<file path="src/shared/acsf_consts.svh">
// What this block does
// - Other channel result read keeps data-ready raise
// - Completion stores both results, raises data-ready
// - Completion with data-ready set flags general overrun
// - Status read clears general overrun unless new
// - Status read never blocks general overrun update
// - Result read cannot hide general overrun
// - Completion over pending flag sets channel overrun
// - Result or last-result read clears channel flag
// - Status read clears channel overruns unless new
// - Disabled mid-conversion channel never flags completion
// - Result read clears only its channel
// - Sleep request waits for end of the conversion sequence
// - Only last-result read clears data-ready
`ifndef ACSF_CONSTS_SVH
`define ACSF_CONSTS_SVH

// Register byte offsets.
`define ACSF_CTRL_ADDR 12'h000
`define ACSF_MODE_ADDR 12'h004
`define ACSF_CHEN_ADDR 12'h010
`define ACSF_CHDIS_ADDR 12'h014
`define ACSF_CHSR_ADDR 12'h018
`define ACSF_STAT_ADDR 12'h01C
`define ACSF_IMR_ADDR 12'h02C
`define ACSF_LAST_ADDR 12'h020
`define ACSF_RES0_ADDR 12'h030

// Field positions.
`define ACSF_CTRL_START 1
`define ACSF_MODE_SLEEP 5
`define ACSF_STAT_DATA_READY_FLAG 16
`define ACSF_STAT_GOVR 17
`define ACSF_STAT_SLEEP 18
`define ACSF_STAT_OVR_LSB 8

// Reset values and widths.
`define ACSF_NCH 4
`define ACSF_DW 10
`define ACSF_ZERO32 32'h00000000
`define ACSF_CONV_CYCLES 8'h0B

`endif

</file>
<file path="src/shared/acsf_pkg.sv">
`default_nettype none
package acsf_pkg;
    // Converter sequencing states.
    typedef enum logic [1:0] {
        ACSF_IDLE = 2'b00,
        ACSF_CONV = 2'b01,
        ACSF_SLEEP = 2'b10
    } acsf_state_t;
    // One completed conversion as presented to the flag logic.
    typedef struct packed {
        logic valid;
        logic [1:0] chan;
        logic [9:0] data;
    } acsf_done_t;
endpackage
`default_nettype wire

</file>
<file path="src/rtl/acsf_chan_flags.sv">
`include "acsf_consts.svh"
`default_nettype none
// ----------------------------------------------------------------
// Per-channel end-of-conversion and overrun flags.
// ----------------------------------------------------------------
module acsf_chan_flags (
    input wire logic pclk,
    input wire logic presetn,
    input wire logic done_here,
    input wire logic rd_clear,
    input wire logic stat_rd,
    output logic eoc,
    output logic ovr
);
    logic eoc_r, eoc_nxt; // End-of-conversion flag.
    logic ovr_r, ovr_nxt; // Overrun flag.

    // Set wins over clear for both flags.
    always_comb begin
        eoc_nxt = eoc_r;
        ovr_nxt = ovr_r;
        if (rd_clear) begin
            eoc_nxt = 1'b0;
        end
        if (stat_rd) begin
            ovr_nxt = 1'b0;
        end
        if (done_here) begin
            eoc_nxt = 1'b1;
            if (eoc_r) begin
                ovr_nxt = 1'b1;
            end
        end
    end

    // Registers the flags.
    always_ff @(posedge pclk or negedge presetn) begin
        if (!presetn) begin
            eoc_r <= 1'b0;
            ovr_r <= 1'b0;
        end else begin
            eoc_r <= eoc_nxt;
            ovr_r <= ovr_nxt;
        end
    end

    assign eoc = eoc_r;
    assign ovr = ovr_r;
endmodule // acsf_chan_flags
`default_nettype wire

</file>
<file path="src/rtl/acsf_result_reg.sv">
`include "acsf_consts.svh"
`default_nettype none
// ----------------------------------------------------------------
// One stored conversion result.
// ----------------------------------------------------------------
module acsf_result_reg (
    input wire logic pclk,
    input wire logic presetn,
    input wire logic load,
    input wire logic [`ACSF_DW-1:0] din,
    output logic [`ACSF_DW-1:0] dout
);
    logic [`ACSF_DW-1:0] val_r, val_nxt; // Stored result.

    // Takes a new result on load.
    always_comb begin
        val_nxt = load ? din : val_r;
    end

    // Registers the result.
    always_ff @(posedge pclk or negedge presetn) begin
        if (!presetn) begin
            val_r <= '0;
        end else begin
            val_r <= val_nxt;
        end
    end

    assign dout = val_r;
endmodule // acsf_result_reg
`default_nettype wire

</file>
<file path="src/rtl/acsf_top.sv">
`include "acsf_consts.svh"
`default_nettype none
// ----------------------------------------------------------------
// Converter status-flag block with APB register access.
// The analog converter is outside: conv_result is sampled at the
// end of each conversion window counted here.
// ----------------------------------------------------------------
module acsf_top (
    input wire logic pclk,
    input wire logic presetn,
    input wire logic psel,
    input wire logic penable,
    input wire logic pwrite,
    input wire logic [11:0] paddr,
    input wire logic [31:0] pwdata,
    output logic [31:0] prdata,
    output logic pready,
    output logic pslverr,
    input wire logic [`ACSF_DW-1:0] conv_result,
    output logic conv_busy,
    output logic irq
);
    localparam int NCH = `ACSF_NCH;

    // ------------------------------------------------------------
    // Bus decode.
    // ------------------------------------------------------------
    logic acc; // Access phase, always answered in one cycle.
    logic wr; // Write taking effect this edge.
    logic rd; // Read taking effect this edge.
    logic hit_res; // Address falls on a channel result.
    logic [1:0] res_idx; // Channel of the result addressed.
    logic mapped; // Address is one of ours.
    assign acc = psel & penable;
    assign wr = acc & pwrite;
    assign rd = acc & ~pwrite;
    assign hit_res = (paddr >= `ACSF_RES0_ADDR) &&
                     (paddr < (`ACSF_RES0_ADDR + 12'h010)) &&
                     (paddr[1:0] == 2'b00);
    assign res_idx = paddr[3:2];
    assign mapped = hit_res || paddr == `ACSF_CTRL_ADDR ||
                    paddr == `ACSF_MODE_ADDR ||
                    paddr == `ACSF_CHEN_ADDR ||
                    paddr == `ACSF_CHDIS_ADDR ||
                    paddr == `ACSF_CHSR_ADDR ||
                    paddr == `ACSF_STAT_ADDR ||
                    paddr == `ACSF_IMR_ADDR ||
                    paddr == `ACSF_LAST_ADDR;

    logic stat_rd; // Status register read.
    logic last_rd; // Last-result register read.
    assign stat_rd = rd && paddr == `ACSF_STAT_ADDR;
    assign last_rd = rd && paddr == `ACSF_LAST_ADDR;

    // ------------------------------------------------------------
    // Configuration registers.
    // ------------------------------------------------------------
    logic [NCH-1:0] chen_r, chen_nxt; // Channel enables.
    logic sleep_r, sleep_nxt; // Sleep setting.
    logic [31:0] imr_r, imr_nxt; // Interrupt mask.
    logic start_wr; // Start bit written.

    assign start_wr = wr && paddr == `ACSF_CTRL_ADDR &&
                      pwdata[`ACSF_CTRL_START];

    // Computes enable, sleep and mask updates.
    always_comb begin
        chen_nxt = chen_r;
        sleep_nxt = sleep_r;
        imr_nxt = imr_r;
        if (wr && paddr == `ACSF_CHEN_ADDR) begin
            chen_nxt = chen_r | pwdata[NCH-1:0];
        end
        if (wr && paddr == `ACSF_CHDIS_ADDR) begin
            chen_nxt = chen_r & ~pwdata[NCH-1:0];
        end
        if (wr && paddr == `ACSF_MODE_ADDR) begin
            sleep_nxt = pwdata[`ACSF_MODE_SLEEP];
        end
        if (wr && paddr == `ACSF_IMR_ADDR) begin
            imr_nxt = pwdata;
        end
    end

    // Registers the configuration.
    always_ff @(posedge pclk or negedge presetn) begin
        if (!presetn) begin
            chen_r <= '0;
            sleep_r <= 1'b0;
            imr_r <= `ACSF_ZERO32;
        end else begin
            chen_r <= chen_nxt;
            sleep_r <= sleep_nxt;
            imr_r <= imr_nxt;
        end
    end

    // ------------------------------------------------------------
    // Conversion sequencer.
    // ------------------------------------------------------------
    acsf_pkg::acsf_state_t st_r, st_nxt; // Sequencer state.
    logic [7:0] cnt_r, cnt_nxt; // Cycles left in conversion.
    logic [1:0] ch_r, ch_nxt; // Channel being converted.
    logic [NCH-1:0] pend_r, pend_nxt; // Channels still to convert.
    logic [1:0] first_ch; // Lowest pending channel.
    acsf_pkg::acsf_done_t done; // Completion this cycle.

    // Picks the lowest set bit of a channel set.
    function automatic logic [1:0] lowest(input logic [NCH-1:0] m);
        logic [1:0] r;
        r = 2'b00;
        for (int i = NCH - 1; i >= 0; i--) begin
            if (m[i]) begin
                r = 2'(i);
            end
        end
        return r;
    endfunction

    assign first_ch = lowest(pend_r);

    // Steps through enabled channels; sleep waits for the sequence to end.
    always_comb begin
        st_nxt = st_r;
        cnt_nxt = cnt_r;
        ch_nxt = ch_r;
        pend_nxt = pend_r & chen_nxt;
        done = '0;
        unique case (st_r)
            acsf_pkg::ACSF_IDLE, acsf_pkg::ACSF_SLEEP: begin
                if (start_wr && chen_r != '0) begin
                    pend_nxt = chen_r;
                    ch_nxt = lowest(chen_r);
                    cnt_nxt = `ACSF_CONV_CYCLES;
                    st_nxt = acsf_pkg::ACSF_CONV;
                end
            end
            acsf_pkg::ACSF_CONV: begin
                if (cnt_r != 8'h00) begin
                    cnt_nxt = cnt_r - 8'h01;
                end else begin
                    // A channel disabled mid-conversion gives no result.
                    done.valid = chen_r[ch_r] & chen_nxt[ch_r];
                    done.chan = ch_r;
                    done.data = conv_result;
                    pend_nxt = pend_r & chen_nxt &
                               ~(NCH'(1) << ch_r);
                    if (pend_nxt != '0) begin
                        ch_nxt = lowest(pend_nxt);
                        cnt_nxt = `ACSF_CONV_CYCLES;
                    end else if (sleep_r) begin
                        st_nxt = acsf_pkg::ACSF_SLEEP;
                    end else begin
                        st_nxt = acsf_pkg::ACSF_IDLE;
                    end
                end
            end
            default: begin
                st_nxt = acsf_pkg::ACSF_IDLE;
            end
        endcase
    end

    // Registers the sequencer.
    always_ff @(posedge pclk or negedge presetn) begin
        if (!presetn) begin
            st_r <= acsf_pkg::ACSF_IDLE;
            cnt_r <= 8'h00;
            ch_r <= 2'b00;
            pend_r <= '0;
        end else begin
            st_r <= st_nxt;
            cnt_r <= cnt_nxt;
            ch_r <= ch_nxt;
            pend_r <= pend_nxt;
        end
    end

    // ------------------------------------------------------------
    // Results and flags.
    // ------------------------------------------------------------
    logic [`ACSF_DW-1:0] res [NCH]; // Per-channel results.
    logic [`ACSF_DW-1:0] last_r, last_nxt; // Last-converted result.
    logic [1:0] last_ch_r, last_ch_nxt; // Channel of last result.
    logic [NCH-1:0] eoc, ovr; // Per-channel flags.
    logic data_ready_flag_r, data_ready_flag_nxt; // Data-ready flag.
    logic govr_r, govr_nxt; // General-overrun flag.

    generate
        for (genvar g = 0; g < NCH; g++) begin : g_ch
            logic hit; // Completion on this channel.
            logic clr; // Read that clears this channel's flag.
            assign hit = done.valid && done.chan == 2'(g);
            assign clr = (rd && hit_res && res_idx == 2'(g)) ||
                         (last_rd && last_ch_r == 2'(g));
            acsf_result_reg u_res (
                .pclk(pclk),
                .presetn(presetn),
                .load(hit),
                .din(done.data),
                .dout(res[g])
            );
            acsf_chan_flags u_flags (
                .pclk(pclk),
                .presetn(presetn),
                .done_here(hit),
                .rd_clear(clr),
                .stat_rd(stat_rd),
                .eoc(eoc[g]),
                .ovr(ovr[g])
            );
        end
    endgenerate

    // Global flags: each completion is judged on its own, so reads
    // and disables elsewhere never mask it, and set beats clear.
    always_comb begin
        last_nxt = last_r;
        last_ch_nxt = last_ch_r;
        data_ready_flag_nxt = data_ready_flag_r;
        govr_nxt = govr_r;
        if (last_rd) begin
            data_ready_flag_nxt = 1'b0;
        end
        if (stat_rd) begin
            govr_nxt = 1'b0;
        end
        if (done.valid) begin
            last_nxt = done.data;
            last_ch_nxt = done.chan;
            data_ready_flag_nxt = 1'b1;
            if (data_ready_flag_r) begin
                govr_nxt = 1'b1;
            end
        end
    end

    // Registers the global flags.
    always_ff @(posedge pclk or negedge presetn) begin
        if (!presetn) begin
            last_r <= '0;
            last_ch_r <= 2'b00;
            data_ready_flag_r <= 1'b0;
            govr_r <= 1'b0;
        end else begin
            last_r <= last_nxt;
            last_ch_r <= last_ch_nxt;
            data_ready_flag_r <= data_ready_flag_nxt;
            govr_r <= govr_nxt;
        end
    end

    // ------------------------------------------------------------
    // Read data, answer and interrupt.
    // ------------------------------------------------------------
    logic [31:0] status; // Status word.
    logic [31:0] rdata_nxt; // Read data for this access.
    logic [31:0] prdata_r; // Registered read data.
    logic pready_r, pslverr_r, irq_r, busy_r; // Output flops.

    assign status = {13'h0000, sleep_q(st_r), govr_r, data_ready_flag_r,
                     4'h0, ovr, 4'h0, eoc};

    // Flags the sleep state in the status word.
    function automatic logic sleep_q(input acsf_pkg::acsf_state_t s);
        return s == acsf_pkg::ACSF_SLEEP;
    endfunction

    // Selects read data.
    always_comb begin
        rdata_nxt = `ACSF_ZERO32;
        if (hit_res) begin
            rdata_nxt = {22'h000000, res[res_idx]};
        end else begin
            unique case (paddr)
                `ACSF_MODE_ADDR: rdata_nxt[`ACSF_MODE_SLEEP] = sleep_r;
                `ACSF_CHSR_ADDR: rdata_nxt = {28'h0000000, chen_r};
                `ACSF_STAT_ADDR: rdata_nxt = status;
                `ACSF_IMR_ADDR: rdata_nxt = imr_r;
                `ACSF_LAST_ADDR: rdata_nxt = {20'h00000, 2'b00,
                                              last_r};
                default: rdata_nxt = `ACSF_ZERO32;
            endcase
        end
    end

    // Answers in the setup cycle's following edge: pready is high
    // during the whole access phase.
    always_ff @(posedge pclk or negedge presetn) begin
        if (!presetn) begin
            prdata_r <= `ACSF_ZERO32;
            pready_r <= 1'b0;
            pslverr_r <= 1'b0;
            irq_r <= 1'b0;
            busy_r <= 1'b0;
        end else begin
            prdata_r <= (psel && !penable && !pwrite) ? rdata_nxt
                                                      : prdata_r;
            pready_r <= psel && !penable;
            pslverr_r <= psel && !penable && !mapped;
            irq_r <= (status_nxt() & imr_r) != `ACSF_ZERO32;
            busy_r <= st_nxt == acsf_pkg::ACSF_CONV;
        end
    end

    // Next-cycle view of the interrupt-capable status bits.
    function automatic logic [31:0] status_nxt();
        return {14'h0000, govr_nxt, data_ready_flag_nxt, 16'h0000};
    endfunction

    assign prdata = prdata_r;
    assign pready = pready_r;
    assign pslverr = pslverr_r;
    assign irq = irq_r;
    assign conv_busy = busy_r;
endmodule // acsf_top
`default_nettype wire

</file>
<file path="config.mk">
export PLATFORM = sky130hd
export DESIGN_NAME = acsf_top
export DESIGN_NICKNAME = d
export VERILOG_FILES = /design/src/shared/acsf_pkg.sv /design/src/rtl/acsf_chan_flags.sv /design/src/rtl/acsf_result_reg.sv /design/src/rtl/acsf_top.sv
export VERILOG_INCLUDE_DIRS = /design/src /design/src/shared
export SDC_FILE = /design/constraint.sdc
export NUM_CORES = 1
export LEC_CHECK = 0
export BUFFER_PORTS_ARGS = -buffer_cell sky130_fd_sc_hd__buf_4
export CORE_MARGIN = 5
export CORE_UTILIZATION = 30
export CTS_CLUSTER_SIZE = 24
export DETAILED_ROUTE_END_ITERATION = 16
export PLACE_DENSITY = 0.57
export SLEW_MARGIN = 40
export SYNTH_ARGS = -nofsm -noshare
export SYNTH_HDL_FRONTEND = slang
export SYNTH_SLANG_ARGS = --single-unit
</file>
<file path="constraint.sdc">
create_clock -name pclk -period 6.12 [get_ports pclk]
set_clock_uncertainty 0.15 [all_clocks]
set_input_delay 0.918 -clock pclk [delete_from_list [all_inputs] [get_ports pclk]]
set_output_delay 0.918 -clock pclk [all_outputs]
set_load 0.03 [all_outputs]
</file>
==> results of run 1 <==
routing by layer:
| layer | vias up | GRT usage |
|---|---|---|
| li1 | 2320 | - |
| met4 | 0 | 0.0411 |
| met5 | - | 0 |
| met1 | 2450 | 0.186 |
| met2 | 131 | 0.216 |
| met3 | 19 | 0.0352 |
cell families after synthesis:
logic type | count (synthesis) | synth area share
and+or+nand+nor | 162 | 0.126
DFF | 151 | 0.543
AOI/OAI and AO/OA | 118 | 0.129
muxes | 94 | 0.167
buffers and inverters | 47 | 0.0295
xor gates and xnor gates | 3 | 0.00377
adders and majority gates | 1 | 0.00180
sequential cells by signal (all words and copies together), names as in the netlist, 4 cells and up:
signal            flops
g_ch.u_flags.ovr      4
imr_r                32
chen_r                4
cnt_r                 8
prdata               32
pend_r                4
last_r               10
g_ch.u_res.dout      40
g_ch.u_flags.eoc      4
worst paths after layout:
check,from,end,slack [ns],cells past startpoint
setup / recovery,paddr[3],g_ch[3].u_res.dout[2],2.69,8
hold / removal,presetn,imr_r[12],0.27,1
setup reg to reg,st_r[0],g_ch[3].u_res.dout[2],2.79,8
hold reg to reg,imr_r[24],prdata[24],0.33,1
max in group asynchronous,presetn,g_ch[2].u_flags.ovr,4.51,2
min in group pclk,imr_r[24],prdata[24],0.33,1
power by group:
group	switching (mW)	leakage [nW]	internal, mW	total (mW)
sequential	0.00920	2.03	1.01	1.02
combinational	0.0883	1.71	0.0592	0.147
clock	0.402	0.289	0.669	1.07
total	0.500	4.02	1.74	2.24
cell type report:
class                           instances  area, um2
Fill cell                            2200      14200
Sequential cell                       151       3780
Multi-Input combinational cell        378       2990
Timing Repair Buffer                  104        808
Clock buffer                           22        474
Tap cell                              313        392
Clock inverter                          7        120
Inverter                               12       45.0
worst reg2reg max path, cell delays in order (launching register included):
cell and delay (ns):
dfrtp_1 0.50, nor2b_1 0.17, buf_4 0.19, nand4_1 0.18, a2111oi_2 0.56, o31ai_4 0.18
a21oi_4 0.49, nand2_1 0.42, mux2_2 0.38
layout by cell type, fill, tap and decap left out, drive strengths merged, types with 4 or more instances in the layout:
master | Yosys | routed
nor2 | 37 | 37
nand3 | 12 | 12
clkbuf | 15 | 22
or4 | 4 | 4
mux2i | 6 | 6
a22oi | 9 | 9
a22o | 21 | 21
a21oi | 7 | 7
nand2 | 46 | 46
inv | 12 | 13
and4 | 6 | 6
nand2b | 8 | 8
or3 | 4 | 4
nor2b | 4 | 4
a222oi | 6 | 6
dfrtp | 151 | 151
mux4 | 10 | 10
nand4 | 6 | 6
nor4 | 6 | 6
mux2 | 78 | 78
buf | 20 | 104
a221oi | 6 | 6
nor3 | 7 | 7
o21ai | 37 | 37
and2 | 11 | 11
a31oi | 9 | 9
per-stage QoR:
| step | area [um2] | hold slack [ns] | power [mW] | cells | setup WS (ns) |
|---|---|---|---|---|---|
| final | 8610 | 0.269 | 2.24 | 987 | 2.69 |
| after global routing | 8610 | 0.302 | 2.32 | 987 | 2.50 |
| after CTS | 8580 | 0.335 | 2.27 | 986 | 2.68 |
| after detailed placement | 7980 | 0.322 | 1.19 | 957 | 2.23 |
| after global placement | 7980 | 0.316 | 1.19 | 957 | 2.28 |
| after floorplan | 6960 | 0.299 | 1.10 | 576 | 2.80 |
==> results.md, run 1 <==
* Buffers & Inverters on Critical Path at 1
* Later-pin clock latency in the skew report at around 0.42 ns
* DIE WIDTH at roughly 160 um
* Die Area at 0.0264 mm2
* Clock Path Buffers at 2
* Arrival @ worst endpoint at ~3.6 ns
* Initial antenna violation count at 0
* Initial Util at 0.306
* Synth area leader: dfrtp_1
* Vias in the first global route at around 5000
* Register area share after synthesis at 0.543
* Synthesized instance count at ~580
* Met2 Wirelength at 8280 um
* Post-synth top cells: 151 x dfrtp_1, 65 x mux2_2, 46 x nand2_1
* Slew headroom at 0.535
* Share of post-route cells with drive strength above 1 at 0.338
* Via count at 4920
* Max Transition Viols Final at 0
* DRC errors left at 0
* Post-synth EDFFs at 0
* Clock Pin Slew Worst Setup and Hold Paths at 0.06 ns
* Total detailed-routing wirelength at between 15000 and 20000 um
* Pwr per Cell Area at roughly 260 mW/mm2
* Ports at 95
* Largest net degree at the start of global routing at 102
* DR WL/cell at 18.0 um
* Total grt overflow at 0
* H-tree levels at 4
* Vias per cell at between 4 and 5
* Post-Syn Nets at between 600 and 700
* WL met3 at 1130 um
* Number of max-cap violations at 0
* LEAKAGE at around 4.0 nW
* Placer Congestion at 0.852
* Syn. warnings at 0
* CP Launch Type: input pin
* Post-DP HPWL at 12800 um
* CTS buffer count at 17
* Core ar. at 0.0228 mm2
* Count of final hold-check violations at 0
* # resized after CTS at 0
* Root buffer cell: clkbuf_16
* Clock sink total at 151
* Fin crit share at 0.560
* RSZ-0062 raised after global routing: no
* Worst path required time at 6.27 ns
* Worst-margin pin slew at about 0.7 ns
* Final Core Density at 0.378
* Peak VDD IR at 0.000173 V
* Cell with the most instances after synthesis: dfrtp_1
* Ant diodes at 0
* WL met1 at roughly 8000 um
* DRT antenna net count at 0
* FFs w/ async S/R, synth at 1.00
* CP Cell Sequence: buf_4 > nor4b_2 > nand4_1 > a22oi_1 > mux2i_1 > a21oi_4 > nand2_1 > mux2_2
* Crit path max fanout at 18
* CTS tree: yes
* Iteration-0 DRC Markers at between 400 and 500
* Nets at between 700 and 800
* Finish-stage setup viols at 0
* Worst hold path class: in2async
* Period minus WS final at between 3 and 4 ns
* Synth-to-layout area growth at 23.6%
* Setup TNS at 0 ns
* Pre-antenna DRT Iters at 7
* Status: finished clean
* Synth top area share at 0.543
* Die Span Y at 162 um
* Synth area leaders: dfrtp_1 54%, mux2_2 11%, mux4_2 3.2%, a22o_1 2.6%, o21ai_0 2.5%
* Crit-path max cell delay at between 0.5 and 0.6 ns
* CTS Hold Bufs at 0
* Post-synthesis register bit count at 151
* Num rows at 55
* I/O Buffers at 94
* Slowest cell on the critical path: a21oi_4
* First-pass GRT wire length at about 28000 um
* Mean post-synth cell area at 12.1 um2
* Crit Path Class: in2reg
* Mapped Area at approximately 0.0070 mm2
* Overall Global Routing Usage at 0.137
* Synth unique cells at 62
* Max Freq at a little under 300 MHz
* Post-CTS setup buffers at 0
* Uppermost layer routed: met4
* Crit path capture type: register
* Post-synth top flop: dfrtp_1
* Kind of cell adding the most delay to the critical path: simple AND/OR/NAND/NOR gates
Power figures use the tool's default switching activity.
==> run 2, diff against run 1 <==
clock period = 3.35 ns   (was 6.12 ns; I/O delays follow)
==> results.md, run 2 (synthesized netlist as in run 1, its figures left out) <==
* Fin crit share at 0.851
* Setup WS post-layout at 0.501 ns
* Crit path capture type: register
* Die Span Y at between 150 and 200 um
* Worst-margin pin slew at about 0.68 ns
* CP Launch Type: input pin
* Slowest cell on the critical path: or4_1
* Ports at 95
* H-tree levels at 4
* Vias per cell at about 5
* Min Hold Slack at around 0.14 ns
* Count of final hold-check violations at 0
* Commonest cells after routing, fill and taps aside: 151 x dfrtp_1, 116 x buf_4, 65 x mux2_2
* RSZ-0062 raised after global routing: no
* Initial antenna violation count at 0
* Placed Cells at 972
* CTS tree: yes
* Share of post-route cells with drive strength above 1 at 0.353
* Design area at roughly 0.0087 mm2
* DR WL/cell at 18.1 um
* # resized after CTS at 0
* CTS buffer count at 17
* Core ar. at ~0.023 mm2
* Crit Path Class: in2reg
* Post-layout total power at 4.08 mW
* Status: finished clean
* DIE WIDTH at approximately 160 um
* Crit path max fanout at 12
* Die Area at 0.0264 mm2
* Pwr per Cell Area at between 400 and 500 mW/mm2
* Max Transition Viols Final at 0
* Buffers & Inverters on Critical Path at 1
* Period minus WS final at between 2 and 3 ns
* Pre-antenna DRT Iters at 5
* Via count at 5015
* Nets at between 700 and 800
* Peak VDD IR at between 0.0002 and 0.0003 V
* Commonest non-fill, non-tap cell in the layout: dfrtp_1
* Placer Congestion at roughly 0.85
* Post-place instance area at between 0.008 and 0.009 mm2
* Clock sink total at ~150
* CP Cell Sequence: buf_4 > or4_1 > nor4_4 > a21oi_1 > o31ai_4 > a21oi_4 > o21ai_2 > mux2_2
* Number of max-cap violations at 0
* Arrival @ worst endpoint at around 3.0 ns
* Initial Util at 0.306
* Root buffer cell: clkbuf_16
* Finish-stage setup viols at 0
* Vias in the first global route at around 5000
* Ant diodes at 0
* Crit-path max cell delay at between 0.6 and 0.7 ns
* Non-Filler Instances at around 1000
* I/O Buffers at 94
* Total grt overflow at 0
* Clock Path Buffers at 2
* Synth-to-layout area growth at 25.1%
* Number of flip-flops in the largest register at 40
* Overall Global Routing Usage at 0.141
* Iteration-0 DRC Markers at 411
* Worst hold path class: in2reg
* First-pass GRT wire length at approximately 30000 um
* Kind of cell adding the most delay to the critical path: simple AND/OR/NAND/NOR gates
* Total detailed-routing wirelength at around 18000 um
* LEAKAGE at approximately 4.1 nW
* Pre-CTS setup slack at approximately 0.090 ns
* Num rows at between 50 and 60
* Post-CTS setup buffers at 0
* Later-pin clock latency in the skew report at between 0.4 and 0.5 ns
* Clock Pin Slew Worst Setup and Hold Paths at 0.06 ns
* Post-DP HPWL at about 14000 um
* CTS Hold Bufs at 1
* DRT antenna net count at 0
* Largest net degree at the start of global routing at 56
* Final Core Density at 0.382
* Worst path required time at roughly 3.5 ns
* Slew headroom at 0.545
* Setup TNS at 0 ns
* Max Freq at about 350 MHz
* DRC errors left at 0
## run 2: cell types whose count changed in the layout (fill, tap and decap cells not counted), sizes merged
cell	before	now
clkinv	2	5
dlygate4sd3	0	1
clkbuf	22	20
buf	104	118
clkinvlp	1	3
## run 2: path summary, 6_finish.rpt
path | start | end | slack [ns] | cells past startpoint
setup / recovery | paddr[1] | g_ch[0].u_res.dout[9] | 0.50 | 8
min in group asynchronous | presetn | prdata[13] | 0.44 | 2
max in group asynchronous | presetn | cnt_r[5] | 1.85 | 3
hold reg to reg | imr_r[20] | prdata[20] | 0.33 | 1
hold / removal | pwdata[7] | imr_r[7] | 0.14 | 2
setup reg to reg | st_r[0] | last_r[4] | 0.54 | 7
## run 2: final cells by class
class / count / area [um2]
clock buffers: 20 / 447
clock inverters: 12 / 150
fillers: 2178 / 14100
inverters: 12 / 45.0
multi-input cells: 378 / 2990
flip-flops and latches: 151 / 3780
well taps: 313 / 392
repair buffers: 119 / 912
## run 2: metal layers
layer	vias up	global-route usage	wire, um
met5	-	0	0
met4	0	0.0358	186
met3	16	0.0334	953
met2	129	0.226	8570
met1	2518	0.193	8480
li1	2352	-	-
## run 2: power breakdown
part	internal [mW]	total, mW	switching (mW)
sequential	1.85	1.87	0.0174
clock	1.19	1.94	0.756
combinational	0.109	0.271	0.162
